==> src/common/pgsr_pkg.sv <==
// Package for the power-good sequencer register bank: map, fields, resets, timing
package pgsr_pkg;
   localparam logic [7:0] ADDR_DISCHARGE = 8'h15;
   localparam logic [7:0] ADDR_PG_ASSIGN = 8'h16;
   localparam logic [7:0] ADDR_PG_GATE   = 8'h17;
   localparam logic [7:0] ADDR_TIMING    = 8'h18;
   localparam logic [7:0] ADDR_BUCK_SEQ  = 8'h19;
   localparam logic [7:0] ADDR_LIN_SEQ   = 8'h1b;
   localparam logic [7:0] ADDR_B1_PROG   = 8'h20;
   localparam logic [7:0] ADDR_B1_SCALED = 8'h21;
   localparam logic [7:0] ADDR_B2_PROG   = 8'h22;
   localparam logic [7:0] ADDR_B2_SCALED = 8'h23;

   localparam logic [7:0] RST_DISCHARGE = 8'h33;
   localparam logic [7:0] RST_PG_ASSIGN = 8'h42;
   localparam logic [7:0] RST_PG_GATE   = 8'h02;
   localparam logic [7:0] RST_TIMING    = 8'h00;
   localparam logic [7:0] RST_SEQ       = 8'h00;
   localparam logic [7:0] RST_VOLT      = 8'h00;

   // Writable masks; zero positions are spare
   localparam logic [7:0] MASK_DISCHARGE = 8'h33;
   localparam logic [7:0] MASK_PG_ASSIGN = 8'h7f;
   localparam logic [7:0] MASK_PG_GATE   = 8'h33;
   localparam logic [7:0] MASK_TIMING    = 8'hdf;
   localparam logic [7:0] MASK_SEQ       = 8'h3f;

   localparam int BIT_BUCK1   = 0;
   localparam int BIT_BUCK2   = 1;
   localparam int BIT_SCALE1  = 2;
   localparam int BIT_SCALE2  = 3;
   localparam int BIT_LIN3    = 4;
   localparam int BIT_LIN4    = 5;
   localparam int BIT_RSTASGN = 6;
   localparam int BIT_SEL1    = 6;
   localparam int BIT_SEL2    = 7;
   localparam int POS_DELAY   = 0;
   localparam int POS_STEP    = 3;
   localparam int POS_SLOT_HI = 3;

   localparam int CLK_HZ         = 50000000;
   localparam int DELAY_BASE_MS  = 8;
   localparam int DELAY_BASE_CYC = DELAY_BASE_MS * (CLK_HZ / 1000);
   localparam int STEP_NS_0      = 1330;
   localparam int STEP_NS_1      = 2670;
   localparam int STEP_NS_2      = 5330;
   localparam int STEP_NS_3      = 10670;
   localparam int CLK_NS         = 1000000000 / CLK_HZ;
   localparam logic [9:0] STEP_CYC_0 = 10'((STEP_NS_0 + CLK_NS - 1) / CLK_NS);
   localparam logic [9:0] STEP_CYC_1 = 10'((STEP_NS_1 + CLK_NS - 1) / CLK_NS);
   localparam logic [9:0] STEP_CYC_2 = 10'((STEP_NS_2 + CLK_NS - 1) / CLK_NS);
   localparam logic [9:0] STEP_CYC_3 = 10'((STEP_NS_3 + CLK_NS - 1) / CLK_NS);

   localparam int        MV_BASE    = 600;
   localparam int        MV_STEP_UV = 12500;
   localparam logic [7:0] CODE_SAT  = 8'hd8;

   // Sources of the power-good pin as seen from the analog side
   typedef struct packed {
      logic       buck1_good;
      logic       buck2_good;
      logic       buck1_settled;
      logic       buck2_settled;
      logic       lin3_good;
      logic       lin4_good;
      logic       internal_reset_done;
   } pgsr_good_t;

   typedef struct packed {
      logic       buck1_on;
      logic       buck2_on;
      logic       lin3_on;
      logic       lin4_on;
   } pgsr_onoff_t;

   typedef enum logic [2:0] {
      PGSR_IN_RESET = 3'b001,
      PGSR_DELAY    = 3'b010,
      PGSR_RELEASED = 3'b100
   } pgsr_state_t;
endpackage : pgsr_pkg

==> src/rtl/pgsr_regs.sv <==
// Power-good sequencer register bank with pin logic and scaling step timer
`timescale 1ns/1ps
module pgsr_regs #(
   parameter int DELAY_BASE_CYC = pgsr_pkg::DELAY_BASE_CYC
) (
   input  wire logic                 clk_sys,
   input  wire logic                 reset,
   input  wire logic                 clk_en,
   input  wire logic                 reg_wr,
   input  wire logic                 reg_rd,
   input  wire logic [7:0]           reg_addr,
   input  wire logic [7:0]           reg_wdata,
   output      logic [7:0]           reg_rdata,
   output      logic                 reg_rvalid,
   input  wire pgsr_pkg::pgsr_good_t good_async,
   input  wire pgsr_pkg::pgsr_onoff_t onoff_async,
   output      logic [3:0]           discharge_en,
   output      logic                 power_good_pin,
   output      logic [7:0]           buck1_target_code,
   output      logic [7:0]           buck2_target_code,
   output      logic [12:0]          buck1_target_mv,
   output      logic [12:0]          buck2_target_mv,
   output      logic                 scaling_step_tick,
   output      logic [2:0]           buck1_start_slot,
   output      logic [2:0]           buck2_start_slot,
   output      logic [2:0]           linreg3_start_slot,
   output      logic [2:0]           linreg4_start_slot
);
   function automatic logic [12:0] code_to_mv(input logic [7:0] code);
      logic [7:0]  c;
      logic [21:0] uv;
      c  = (code >= pgsr_pkg::CODE_SAT) ? pgsr_pkg::CODE_SAT : code;
      // Product reaches 2.7 million at saturation, so 22 bits are needed
      uv = 22'(c) * 22'(pgsr_pkg::MV_STEP_UV);
      return 13'(pgsr_pkg::MV_BASE) + 13'(uv / 22'd1000);
   endfunction : code_to_mv

   logic [7:0] dis_reg, asg_reg, gate_reg, tim_reg, bseq_reg, lseq_reg;
   logic [7:0] b1p_reg, b1s_reg, b2p_reg, b2s_reg;
   logic [6:0] good_s1_reg, good_s2_reg;
   logic [3:0] on_s1_reg, on_s2_reg;
   pgsr_pkg::pgsr_state_t state_reg, state_next;
   logic [31:0] dly_cnt_reg;
   logic [9:0]  step_cnt_reg;
   logic        pg_reg;

   // Pin-side inputs pass two flops before use
   always_ff @(posedge clk_sys) begin
      if (reset) begin
         good_s1_reg <= '0;
         good_s2_reg <= '0;
         on_s1_reg   <= '0;
         on_s2_reg   <= '0;
      end else if (clk_en) begin
         good_s1_reg <= good_async;
         good_s2_reg <= good_s1_reg;
         on_s1_reg   <= onoff_async;
         on_s2_reg   <= on_s1_reg;
      end
   end

   wire pgsr_pkg::pgsr_good_t  good_s = good_s2_reg;
   wire pgsr_pkg::pgsr_onoff_t on_s   = on_s2_reg;

   // Register writes; spare bits masked off
   always_ff @(posedge clk_sys) begin
      if (reset) begin
         dis_reg  <= pgsr_pkg::RST_DISCHARGE;
         asg_reg  <= pgsr_pkg::RST_PG_ASSIGN;
         gate_reg <= pgsr_pkg::RST_PG_GATE;
         tim_reg  <= pgsr_pkg::RST_TIMING;
         bseq_reg <= pgsr_pkg::RST_SEQ;
         lseq_reg <= pgsr_pkg::RST_SEQ;
         b1p_reg  <= pgsr_pkg::RST_VOLT;
         b1s_reg  <= pgsr_pkg::RST_VOLT;
         b2p_reg  <= pgsr_pkg::RST_VOLT;
         b2s_reg  <= pgsr_pkg::RST_VOLT;
      end else if (clk_en && reg_wr) begin
         case (reg_addr)
            pgsr_pkg::ADDR_DISCHARGE: dis_reg  <= reg_wdata & pgsr_pkg::MASK_DISCHARGE;
            pgsr_pkg::ADDR_PG_ASSIGN: asg_reg  <= reg_wdata & pgsr_pkg::MASK_PG_ASSIGN;
            pgsr_pkg::ADDR_PG_GATE:   gate_reg <= reg_wdata & pgsr_pkg::MASK_PG_GATE;
            pgsr_pkg::ADDR_TIMING:    tim_reg  <= reg_wdata & pgsr_pkg::MASK_TIMING;
            pgsr_pkg::ADDR_BUCK_SEQ:  bseq_reg <= reg_wdata & pgsr_pkg::MASK_SEQ;
            pgsr_pkg::ADDR_LIN_SEQ:   lseq_reg <= reg_wdata & pgsr_pkg::MASK_SEQ;
            pgsr_pkg::ADDR_B1_PROG:   b1p_reg  <= reg_wdata;
            pgsr_pkg::ADDR_B1_SCALED: b1s_reg  <= reg_wdata;
            pgsr_pkg::ADDR_B2_PROG:   b2p_reg  <= reg_wdata;
            pgsr_pkg::ADDR_B2_SCALED: b2s_reg  <= reg_wdata;
            default: ;
         endcase
      end
   end

   wire [7:0] rd_mux =
      (reg_addr == pgsr_pkg::ADDR_DISCHARGE) ? dis_reg  :
      (reg_addr == pgsr_pkg::ADDR_PG_ASSIGN) ? asg_reg  :
      (reg_addr == pgsr_pkg::ADDR_PG_GATE)   ? gate_reg :
      (reg_addr == pgsr_pkg::ADDR_TIMING)    ? tim_reg  :
      (reg_addr == pgsr_pkg::ADDR_BUCK_SEQ)  ? bseq_reg :
      (reg_addr == pgsr_pkg::ADDR_LIN_SEQ)   ? lseq_reg :
      (reg_addr == pgsr_pkg::ADDR_B1_PROG)   ? b1p_reg  :
      (reg_addr == pgsr_pkg::ADDR_B1_SCALED) ? b1s_reg  :
      (reg_addr == pgsr_pkg::ADDR_B2_PROG)   ? b2p_reg  :
      (reg_addr == pgsr_pkg::ADDR_B2_SCALED) ? b2s_reg  : 8'h00;

   always_ff @(posedge clk_sys) begin
      if (reset) begin
         reg_rdata  <= 8'h00;
         reg_rvalid <= 1'b0;
      end else if (clk_en) begin
         reg_rvalid <= reg_rd;
         if (reg_rd) begin
            reg_rdata <= rd_mux;
         end
      end
   end

   // Discharge and start slots straight from the registers
   assign discharge_en = {dis_reg[5], dis_reg[4], dis_reg[1], dis_reg[0]};
   assign buck1_start_slot   = bseq_reg[2:0];
   assign buck2_start_slot   = bseq_reg[pgsr_pkg::POS_SLOT_HI +: 3];
   assign linreg3_start_slot = lseq_reg[2:0];
   assign linreg4_start_slot = lseq_reg[pgsr_pkg::POS_SLOT_HI +: 3];

   // Target voltage selection
   wire sel1 = tim_reg[pgsr_pkg::BIT_SEL1];
   wire sel2 = tim_reg[pgsr_pkg::BIT_SEL2];
   assign buck1_target_code = sel1 ? b1s_reg : b1p_reg;
   assign buck2_target_code = sel2 ? b2s_reg : b2p_reg;
   assign buck1_target_mv   = code_to_mv(buck1_target_code);
   assign buck2_target_mv   = code_to_mv(buck2_target_code);

   // Power-good combination: unassigned sources count as good
   wire src_ok =
      (!asg_reg[pgsr_pkg::BIT_BUCK1]   || good_s.buck1_good)    &&
      (!asg_reg[pgsr_pkg::BIT_BUCK2]   || good_s.buck2_good)    &&
      (!asg_reg[pgsr_pkg::BIT_LIN3]    || good_s.lin3_good)     &&
      (!asg_reg[pgsr_pkg::BIT_LIN4]    || good_s.lin4_good)     &&
      (!asg_reg[pgsr_pkg::BIT_SCALE1]  || good_s.buck1_settled) &&
      (!asg_reg[pgsr_pkg::BIT_SCALE2]  || good_s.buck2_settled);
   wire rst_ok  = !asg_reg[pgsr_pkg::BIT_RSTASGN] || good_s.internal_reset_done;
   wire gate_ok =
      (!gate_reg[0] || on_s.buck1_on) && (!gate_reg[1] || on_s.buck2_on) &&
      (!gate_reg[4] || on_s.lin3_on)  && (!gate_reg[5] || on_s.lin4_on);
   wire all_ok  = src_ok && rst_ok && gate_ok;

   // Release delay: 0 for code 0, else base shifted by code-1
   wire [2:0]  dly_code   = tim_reg[pgsr_pkg::POS_DELAY +: 3];
   wire [31:0] dly_target = (dly_code == 3'd0) ? 32'd0 :
                            (32'(DELAY_BASE_CYC) << (dly_code - 3'd1));
   wire        dly_done   = (dly_cnt_reg >= dly_target);

   always_comb begin
      case (state_reg)
         pgsr_pkg::PGSR_IN_RESET: state_next = all_ok ? pgsr_pkg::PGSR_DELAY : pgsr_pkg::PGSR_IN_RESET;
         pgsr_pkg::PGSR_DELAY:    state_next = !all_ok ? pgsr_pkg::PGSR_IN_RESET :
                                               dly_done ? pgsr_pkg::PGSR_RELEASED : pgsr_pkg::PGSR_DELAY;
         pgsr_pkg::PGSR_RELEASED: state_next = all_ok ? pgsr_pkg::PGSR_RELEASED : pgsr_pkg::PGSR_IN_RESET;
         default:                 state_next = pgsr_pkg::PGSR_IN_RESET;
      endcase
   end

   always_ff @(posedge clk_sys) begin
      if (reset) begin
         state_reg   <= pgsr_pkg::PGSR_IN_RESET;
         dly_cnt_reg <= '0;
         pg_reg      <= 1'b0;
      end else if (clk_en) begin
         state_reg   <= state_next;
         dly_cnt_reg <= (state_reg == pgsr_pkg::PGSR_DELAY) ? dly_cnt_reg + 32'd1 : 32'd0;
         pg_reg      <= (state_next == pgsr_pkg::PGSR_RELEASED);
      end
   end
   assign power_good_pin = pg_reg;

   // Scaling step timer; one tick per step period
   wire [1:0] step_code = tim_reg[pgsr_pkg::POS_STEP +: 2];
   wire [9:0] step_len  = (step_code == 2'd0) ? pgsr_pkg::STEP_CYC_0 :
                          (step_code == 2'd1) ? pgsr_pkg::STEP_CYC_1 :
                          (step_code == 2'd2) ? pgsr_pkg::STEP_CYC_2 : pgsr_pkg::STEP_CYC_3;
   wire       step_end  = (step_cnt_reg >= step_len - 10'd1);

   always_ff @(posedge clk_sys) begin
      if (reset) begin
         step_cnt_reg      <= '0;
         scaling_step_tick <= 1'b0;
      end else if (clk_en) begin
         step_cnt_reg      <= step_end ? 10'd0 : step_cnt_reg + 10'd1;
         scaling_step_tick <= step_end;
      end
   end
endmodule : pgsr_regs
==> config.mk <==
export PLATFORM = sky130hd
export DESIGN_NAME = pgsr_regs
export DESIGN_NICKNAME = d
export VERILOG_FILES = /design/src/common/pgsr_pkg.sv /design/src/rtl/pgsr_regs.sv
export SDC_FILE = /design/constraint.sdc
export NUM_CORES = 1
export LEC_CHECK = 0
export ABC_AREA = 1
export BUFFER_PORTS_ARGS = -buffer_cell sky130_fd_sc_hd__buf_2
export CAP_MARGIN = 20
export CORE_MARGIN = 3
export CORE_UTILIZATION = 50
export CTS_CLUSTER_SIZE = 40
export DETAILED_ROUTE_END_ITERATION = 12
export PLACE_DENSITY = 0.67
export SLEW_MARGIN = 15
export SYNTH_ARGS = -nofsm -noshare
export SYNTH_HDL_FRONTEND = slang
export SYNTH_SLANG_ARGS = --single-unit
==> constraint.sdc <==
create_clock -name clk_sys -period 35.2 [get_ports clk_sys]
set_input_delay 1.76 -clock clk_sys [delete_from_list [all_inputs] [get_ports clk_sys]]
set_output_delay 1.76 -clock clk_sys [all_outputs]
set_load 0.05 [all_outputs]
==> results of run 1 <==
-- cells in the mapped netlist (30+ instances only) --
master,number,share of area
nand4_1,64,0.019
ha_1,152,0.088
a21oi_1,163,0.038
nor3_1,46,0.011
dfxtp_1,144,0.13
o211ai_1,30,0.010
nand2_1,965,0.17
xor2_1,79,0.032
inv_2,44,0.0077
nand3_2,30,0.014
nand2_4,53,0.028
nor2_2,37,0.011
nand2_2,161,0.047
nor2_1,306,0.053
nand3_1,363,0.085
inv_1,448,0.078
o21ai_0,150,0.035
clkbuf_1,32,0.0056
-- kinds of logic after synthesis --
kind of cell	after synthesis	share of synthesized area
buffers and inverters	572	0.1160
AND/OR/NAND/NOR	2106	0.4723
XOR/XNOR	107	0.04551
adder cells (fa/ha/maj)	176	0.1108
AO/OA/AOI/OAI	448	0.1213
flip-flops	144	0.1341
-- through the flow --
step	instance area [um^2]	hold slack [ns]
after floorplan	21500	0.4406
after global placement	22140	0.4512
after detailed placement	22140	0.4551
after CTS	22740	0.4644
after global routing	22750	0.4795
final	22750	0.4631
-- worst reg2reg max path: cells and delay by family (launching register included) --
| family | cells | cell delay, ns |
|---|---|---|
| buffers and inverters | 1 | 0.05 |
| adders and majority gates | 1 | 0.18 |
| and+or+nand+nor | 28 | 3.35 |
| DFF | 1 | 0.35 |
-- where the power goes --
| part | total [W] | switching [W] | internal (W) |
|---|---|---|---|
| logic | 0.000149 | 0.000105 | 0.0000437 |
| clock network | 0.000185 | 0.0000785 | 0.000106 |
| registers | 0.000166 | 0.00000126 | 0.000165 |
| total | 0.000501 | 0.000185 | 0.000315 |
-- final cells by class --
cell class	count	area share
Clock buffer	17	0.01870
Multi-Input combinational cell	2837	0.7090
Tap cell	539	0.02965
Timing Repair Buffer	103	0.02299
Inverter	503	0.08532
Sequential cell	144	0.1267
Clock inverter	15	0.007591
-- cells in the final DEF, fill, tap and decap left out, drive strengths merged, types with 68 or more instances in the layout --
| master | instances |
|---|---|
| dfxtp | 144 |
| ha | 152 |
| inv | 501 |
| buf | 103 |
| nor2 | 366 |
| nand4 | 68 |
| o21ai | 172 |
| a21oi | 174 |
| nand3 | 399 |
| xor2 | 83 |
| nand2 | 1181 |
-- final timing paths --
kind	from	endpoint	slack, ns	depth (start not counted)
worst min register to register	scaling_step_tick	scaling_step_tick	0.46	2
worst min-delay path	scaling_step_tick	scaling_step_tick	0.46	2
worst max-delay path	tim_reg[7]	buck2_target_mv[0]	17.47	96
worst max register to register	dly_cnt_reg[0]	dly_cnt_reg[30]	31.16	30
-- per-layer routing --
metal,up-vias,track usage
li1,11630,-
met1,9798,0.3536
met2,524,0.4136
met3,68,0.02209
met4,0,0.04968
met5,-,0
==> metrics.log, run 1 <==
INFO  metric status = complete, no violations
INFO  metric synth_cell_types = 74
INFO  metric met1_length = 27880 um
INFO  metric maxSlewHeadroom = 0.2849
INFO  metric worstPathArrival = 15.97 ns
INFO  metric cp_slowest_stage_delay = 0.58 ns
INFO  metric io_pins = 101
INFO  metric critical_path_required = 33.44 ns
INFO  metric leakage = 12.20 nW
INFO  metric synth.yosys.seq_area_share = 0.1341
INFO  metric detailroute.wirelength.met2 = 25760 um
INFO  metric irDropWorstVdd = 0.04522 mV
INFO  metric final-instance-count-excl-fill = 4158
INFO  metric unrepaired_setup_endpoints_after_global_routing = false
INFO  metric grt.total_usage = 0.2484
INFO  metric tritoncts.num_buffers = 17
INFO  metric fp-row-count = 75
INFO  metric num_antenna_cells = 0
INFO  metric fp.dieH = 213.4 um
INFO  metric pin_count_of_the_biggest_net_entering_global_routing = 54
INFO  metric later_pin_clock_latency_in_the_skew_report = 0.43 ns
INFO  metric synth_nets = 3761
INFO  metric clock_tree.htree_level_count = 4
INFO  metric cpMostUsedCell = nand2_1
INFO  metric finalCritPeriodShare = 0.5038
INFO  metric timing.setup.critical_path_class = reg2out
INFO  metric netlist_area = 21500 um^2
INFO  metric layout.area.seq = 2883 um^2
INFO  metric synth_edf_count = 0
INFO  metric vias_per_cell = 5.297
INFO  metric synth_async_sr_flop_share = 0
INFO  metric met3_routed_wirelength = 2381 um
INFO  metric slew_viol_final = 0
INFO  metric core = 42230 um^2
INFO  metric gp_congestion = 0.9460
INFO  metric kind_of_end_point_of_the_critical_path = output pin
INFO  metric route.top_layer_used = met4
INFO  metric worst_hold_path_type = reg2reg
INFO  metric utilization = 0.5386
INFO  metric post_route_cells_drive_above_1_share = 0.1484
INFO  metric buffer_ports.inserted = 100
INFO  metric detail_route.first_pass.iterations = 8
INFO  metric drt_wl_total = 56880 um
INFO  metric cts-hold-fix-buffers = 0
INFO  metric dr.first_iter.drc_count = 1481
INFO  metric synthesis.instances = 3553
INFO  metric dp_hpwl = 46200 um
INFO  metric yosysWarningCount = 0
INFO  metric post_cts_buffers = 0
INFO  metric place_ws = 17.88 ns
INFO  metric final.min_clock_period = 17.73 ns
INFO  metric clkSlewWorstSetupHoldPaths = 0.06 ns
INFO  metric cp-start-kind = register
INFO  metric yosys_register_bits = 144
INFO  metric multi_input_comb_area = 16130 um^2
INFO  metric timing.critical_path.max_delay_family = simple AND/OR/NAND/NOR gates
INFO  metric clock_sinks = 144
INFO  metric setup_tns = 0 ns
INFO  metric grt_antenna_before_repair = 0
INFO  metric setup_viol = 0
INFO  metric final_nets = 3814
INFO  metric critical_path_maximum_fanout = 19
INFO  metric dr_total_vias = 22020
INFO  metric worst_path_max_delay_cell = xor2_2
INFO  metric largest_register_ffs = 32
INFO  metric finalClockSkew = 0.01364 ns
INFO  metric layout_setup_ws = 17.47 ns
INFO  metric average_wire_per_standard_cell = 13.68 um
INFO  metric hold_violations = 0
INFO  metric cts_tree = built
INFO  metric start_util = 0.5091
INFO  metric cellPowerDensity = 22.01 nW/um^2
INFO  metric numPlacedInstances = 4126
INFO  metric die_area = 45520 um^2
INFO  metric maxCapViolCount = 0
INFO  metric cts-resized-gates = 0
INFO  metric fillerInstances = 4453
INFO  metric finalPower = 0.0005007 W
INFO  metric ys_dominant_reg_cell = dfxtp_1
INFO  metric max_freq = 56.39 MHz
INFO  metric globalRouteOverflowTotal = 0
INFO  metric die_width = 213.4 um
INFO  metric worstPathBufferInverterCount = 7
INFO  metric cts.root.buffer_cell = clkbuf_16
INFO  metric tightest_slew = 1.065 ns
INFO  metric remaining_drc_errors = 0
INFO  metric grt_pass1_wl = 95720 um
INFO  metric grt_pass1_vias = 19810
INFO  metric clock_path_buffers = 2
INFO  metric syn_avg_cell_area = 6.051 um^2
INFO  metric layout-area-overhead-vs-synth = 5.803%
INFO  metric ant_nets = 0
Power figures use the tool's default switching activity.
==> run 2: changes to the inputs <==
Settings changed: PLACE_DENSITY 0.67 to 0.7.
Clock period 35.2 ns to 15.4 ns, I/O delays scaled along.
==> run 2 against run 1 <==
Net effect:
- via count increased by 3.2%
- clock-buffer cell count increased by 2
- wire length rose by 3.1%
- sequential share of layout area fell by 0.78 points
- hold slack lost 0.0016 ns
- first-iteration DRC count is 4.5% higher
- global-route usage shrank 0.069 points
- final area grew 6.8%
- core utilization grew 3.6 points
- sequential power up 130%
- die area unchanged
- largest power group unchanged
==> metrics.log, run 2 (same netlist as run 1, synthesis figures left out) <==
INFO  metric ant_nets = 0 (unchanged)
INFO  metric grt_pass1_wl = 95920 um (+0.20%)
INFO  metric worst-r2r-setup-slack = 11.28 ns (-19.88 ns)
INFO  metric irDropWorstVdd = 0.08948 mV (+98%)
INFO  metric die_area = 45520 um^2 (unchanged)
INFO  metric tightest_slew = 1.074 ns (+0.008758 ns)
INFO  metric grt_antenna_before_repair = 0 (unchanged)
INFO  metric core = 42230 um^2 (unchanged)
INFO  metric hold_violations = 0 (unchanged)
INFO  metric critical_path_maximum_fanout = 16 (-3)
INFO  metric tritoncts.num_buffers = 17 (unchanged)
INFO  metric setup_viol = 0 (unchanged)
INFO  metric fp.dieH = 213.4 um (unchanged)
INFO  metric leakage = 12.85 nW (+5.3%)
INFO  metric grt_pass1_vias = 20210 (+2.0%)
INFO  metric timing.setup.critical_path_class = reg2out
INFO  metric reg_to_reg_startpoint = tim_reg[0]
INFO  metric later_pin_clock_latency_in_the_skew_report = 0.43 ns (about the same)
INFO  metric die_width = 213.4 um (unchanged)
INFO  metric status = complete, no violations
INFO  metric clock_path_buffers = 2 (unchanged)
INFO  metric num_antenna_cells = 0 (unchanged)
INFO  metric finalClockSkew = 0.007557 ns (-0.006079 ns)
INFO  metric final_nets = 3920 (+2.8%)
INFO  metric cts.root.buffer_cell = clkbuf_16
INFO  metric grt.total_usage = 0.2477 (-0.0006896)
INFO  metric critical_path.reg2reg.endpoint = power_good_pin
INFO  metric dr_total_vias = 22730 (+3.2%)
INFO  metric cts_tree = built
INFO  metric layout-area-overhead-vs-synth = 12.95%
INFO  metric final.min_clock_period = 14.38 ns
INFO  metric final_cell_mix = nand2_1, inv_1, nand3_1
INFO  metric maxCapViolCount = 0 (unchanged)
INFO  metric cts-hold-fix-buffers = 0 (unchanged)
INFO  metric numPlacedInstances = 4152 (+0.63%)
INFO  metric finalCritPeriodShare = 0.9340
INFO  metric final-instance-count-excl-fill = 4263 (+2.5%)
INFO  metric slew_viol_final = 0 (unchanged)
INFO  metric cpMostUsedCell = nand2_1
INFO  metric remaining_drc_errors = 0 (unchanged)
INFO  metric globalRouteOverflowTotal = 0 (unchanged)
INFO  metric detail_route.first_pass.iterations = 6 (-2)
INFO  metric dp_hpwl = 46350 um (+0.33%)
INFO  metric worst_hold_path_type = reg2reg
INFO  metric fp-row-count = 75 (unchanged)
INFO  metric setup_tns = 0 ns (unchanged)
INFO  metric clock_tree.htree_level_count = 4 (unchanged)
INFO  metric maxSlewHeadroom = 0.2790 (-0.005879)
INFO  metric average_wire_per_standard_cell = 13.76 um (+0.56%)
INFO  metric drt_wl_total = 58650 um (+3.1%)
INFO  metric critical_path_required = 14.63 ns (-18.81 ns)
INFO  metric cellPowerDensity = 48.05 nW/um^2 (+120%)
INFO  metric worstPathArrival = 13.61 ns (-2.36 ns)
INFO  metric gp_congestion = 0.9434 (-0.27%)
INFO  metric layout_setup_ws = 1.017 ns (-16.45 ns)
INFO  metric largest_register_ffs = 32 (unchanged)
INFO  metric timing.hold.worst.start = reg_rvalid
INFO  metric clock_sinks = 144 (unchanged)
INFO  metric vias_per_cell = 5.331 (+0.65%)
INFO  metric fillerInstances = 4268 (-4.2%)
INFO  metric r2r.worst_path.cells = 19 (-37%)
INFO  metric cp-start-kind = register
INFO  metric place_ws = -0.2689 ns (-18.15 ns)
INFO  metric io_pins = 101 (unchanged)
INFO  metric start_util = 0.5091 (unchanged)
INFO  metric post_route_cells_drive_above_1_share = 0.1966 (+0.04818)
INFO  metric layout_commonest_cell = nand2_1
INFO  metric detailed_place.area = 22340 um^2 (+0.88%)
INFO  metric hold_end = reg_rvalid
INFO  metric final_design_area_no_fill = 24280 um^2 (+6.8%)
INFO  metric worstHoldPathCells = 2 (unchanged)
INFO  metric worst_path_max_delay_cell = fa_1
INFO  metric dr.first_iter.drc_count = 1547 (+4.5%)
INFO  metric max_freq = 69.53 MHz
INFO  metric clkSlewWorstSetupHoldPaths = 0.06 ns (about the same)
INFO  metric cp_slowest_stage_delay = 0.52 ns (-0.06 ns)
INFO  metric buffer_ports.inserted = 100 (unchanged)
INFO  metric kind_of_end_point_of_the_critical_path = output pin
INFO  metric pin_count_of_the_biggest_net_entering_global_routing = 40 (-26%)
-- run 2: changes by cell type in the layout (fill, tap and decap cells not counted), sizes merged --
cell and change:
nand2 +4, o21ai +1, buf +99, clkbuf +2, clkinvlp +2, inv -6, clkinv +1, nand3 +2
-- run 2: how the worst max path moves through the flow --
stage	from	to	slack (ns)	depth (start not counted)
after floorplan	tim_reg[7]	buck2_target_mv[0]	0.82	102
after global placement	tim_reg[7]	buck2_target_mv[0]	-0.21	101
after detailed placement	tim_reg[7]	buck2_target_mv[0]	-0.27	99
after CTS	tim_reg[7]	buck2_target_mv[0]	0.04	104
after global routing	tim_reg[6]	buck1_target_mv[0]	-0.08	100
final	tim_reg[6]	buck1_target_mv[0]	1.02	101
-- run 2: final cells by class --
class / count / area (um^2) / share of cell area
Multi-Input combinational cell: 2844 / 16900 / 0.6960
Sequential cell: 144 / 2888 / 0.1189
Inverter: 503 / 1944 / 0.08007
Timing Repair Buffer: 202 / 1296 / 0.05338
Tap cell: 539 / 674.4 / 0.02777
Clock buffer: 19 / 442.9 / 0.01824
Clock inverter: 12 / 136.4 / 0.005617
-- run 2: metal layers --
metal | vias up | GRT usage | share of wire
li1 | 11860 | - | -
met1 | 10190 | 0.3484 | 0.48
met2 | 604 | 0.4141 | 0.46
met3 | 75 | 0.02502 | 0.047
met4 | 0 | 0.05219 | 0.015
met5 | - | 0 | 0
-- run 2: critical path: cells and delay by family, from the launching register on --
kind | cells | cell delay (ns)
adder cells (fa/ha/maj) | 5 | 1.89
flip-flops | 1 | 0.37
AO/OA/AOI/OAI | 7 | 1.12
AND/OR/NAND/NOR | 74 | 7.94
buffers and inverters | 15 | 1.86
-- run 2: metrics by stage --
stage                     utilization  power (W)  hold slack [ns]
after detailed placement       0.5290  0.0007303           0.4553
after floorplan                     -  0.0006678           0.4406
after global placement         0.5290  0.0007303           0.4499
final                          0.5750   0.001167           0.4614
after CTS                      0.5441   0.001144           0.4654
after global routing           0.5750   0.001227           0.4846
-- run 2: repair_timing --
item	4_1_cts	5_1_grt
setup buffers	1	71
pin swaps	1	55
gates cloned	0	8
resized for setup	16	165
setup endpoints to repair	2	21
-- run 2: power by group --
part           leakage (nW)  internal, W  switching [W]
Combinational          11.4     0.000121       0.000254
Sequential             1.17     0.000378     0.00000290
Clock                 0.276     0.000243       0.000168
Total                  12.8     0.000742       0.000425
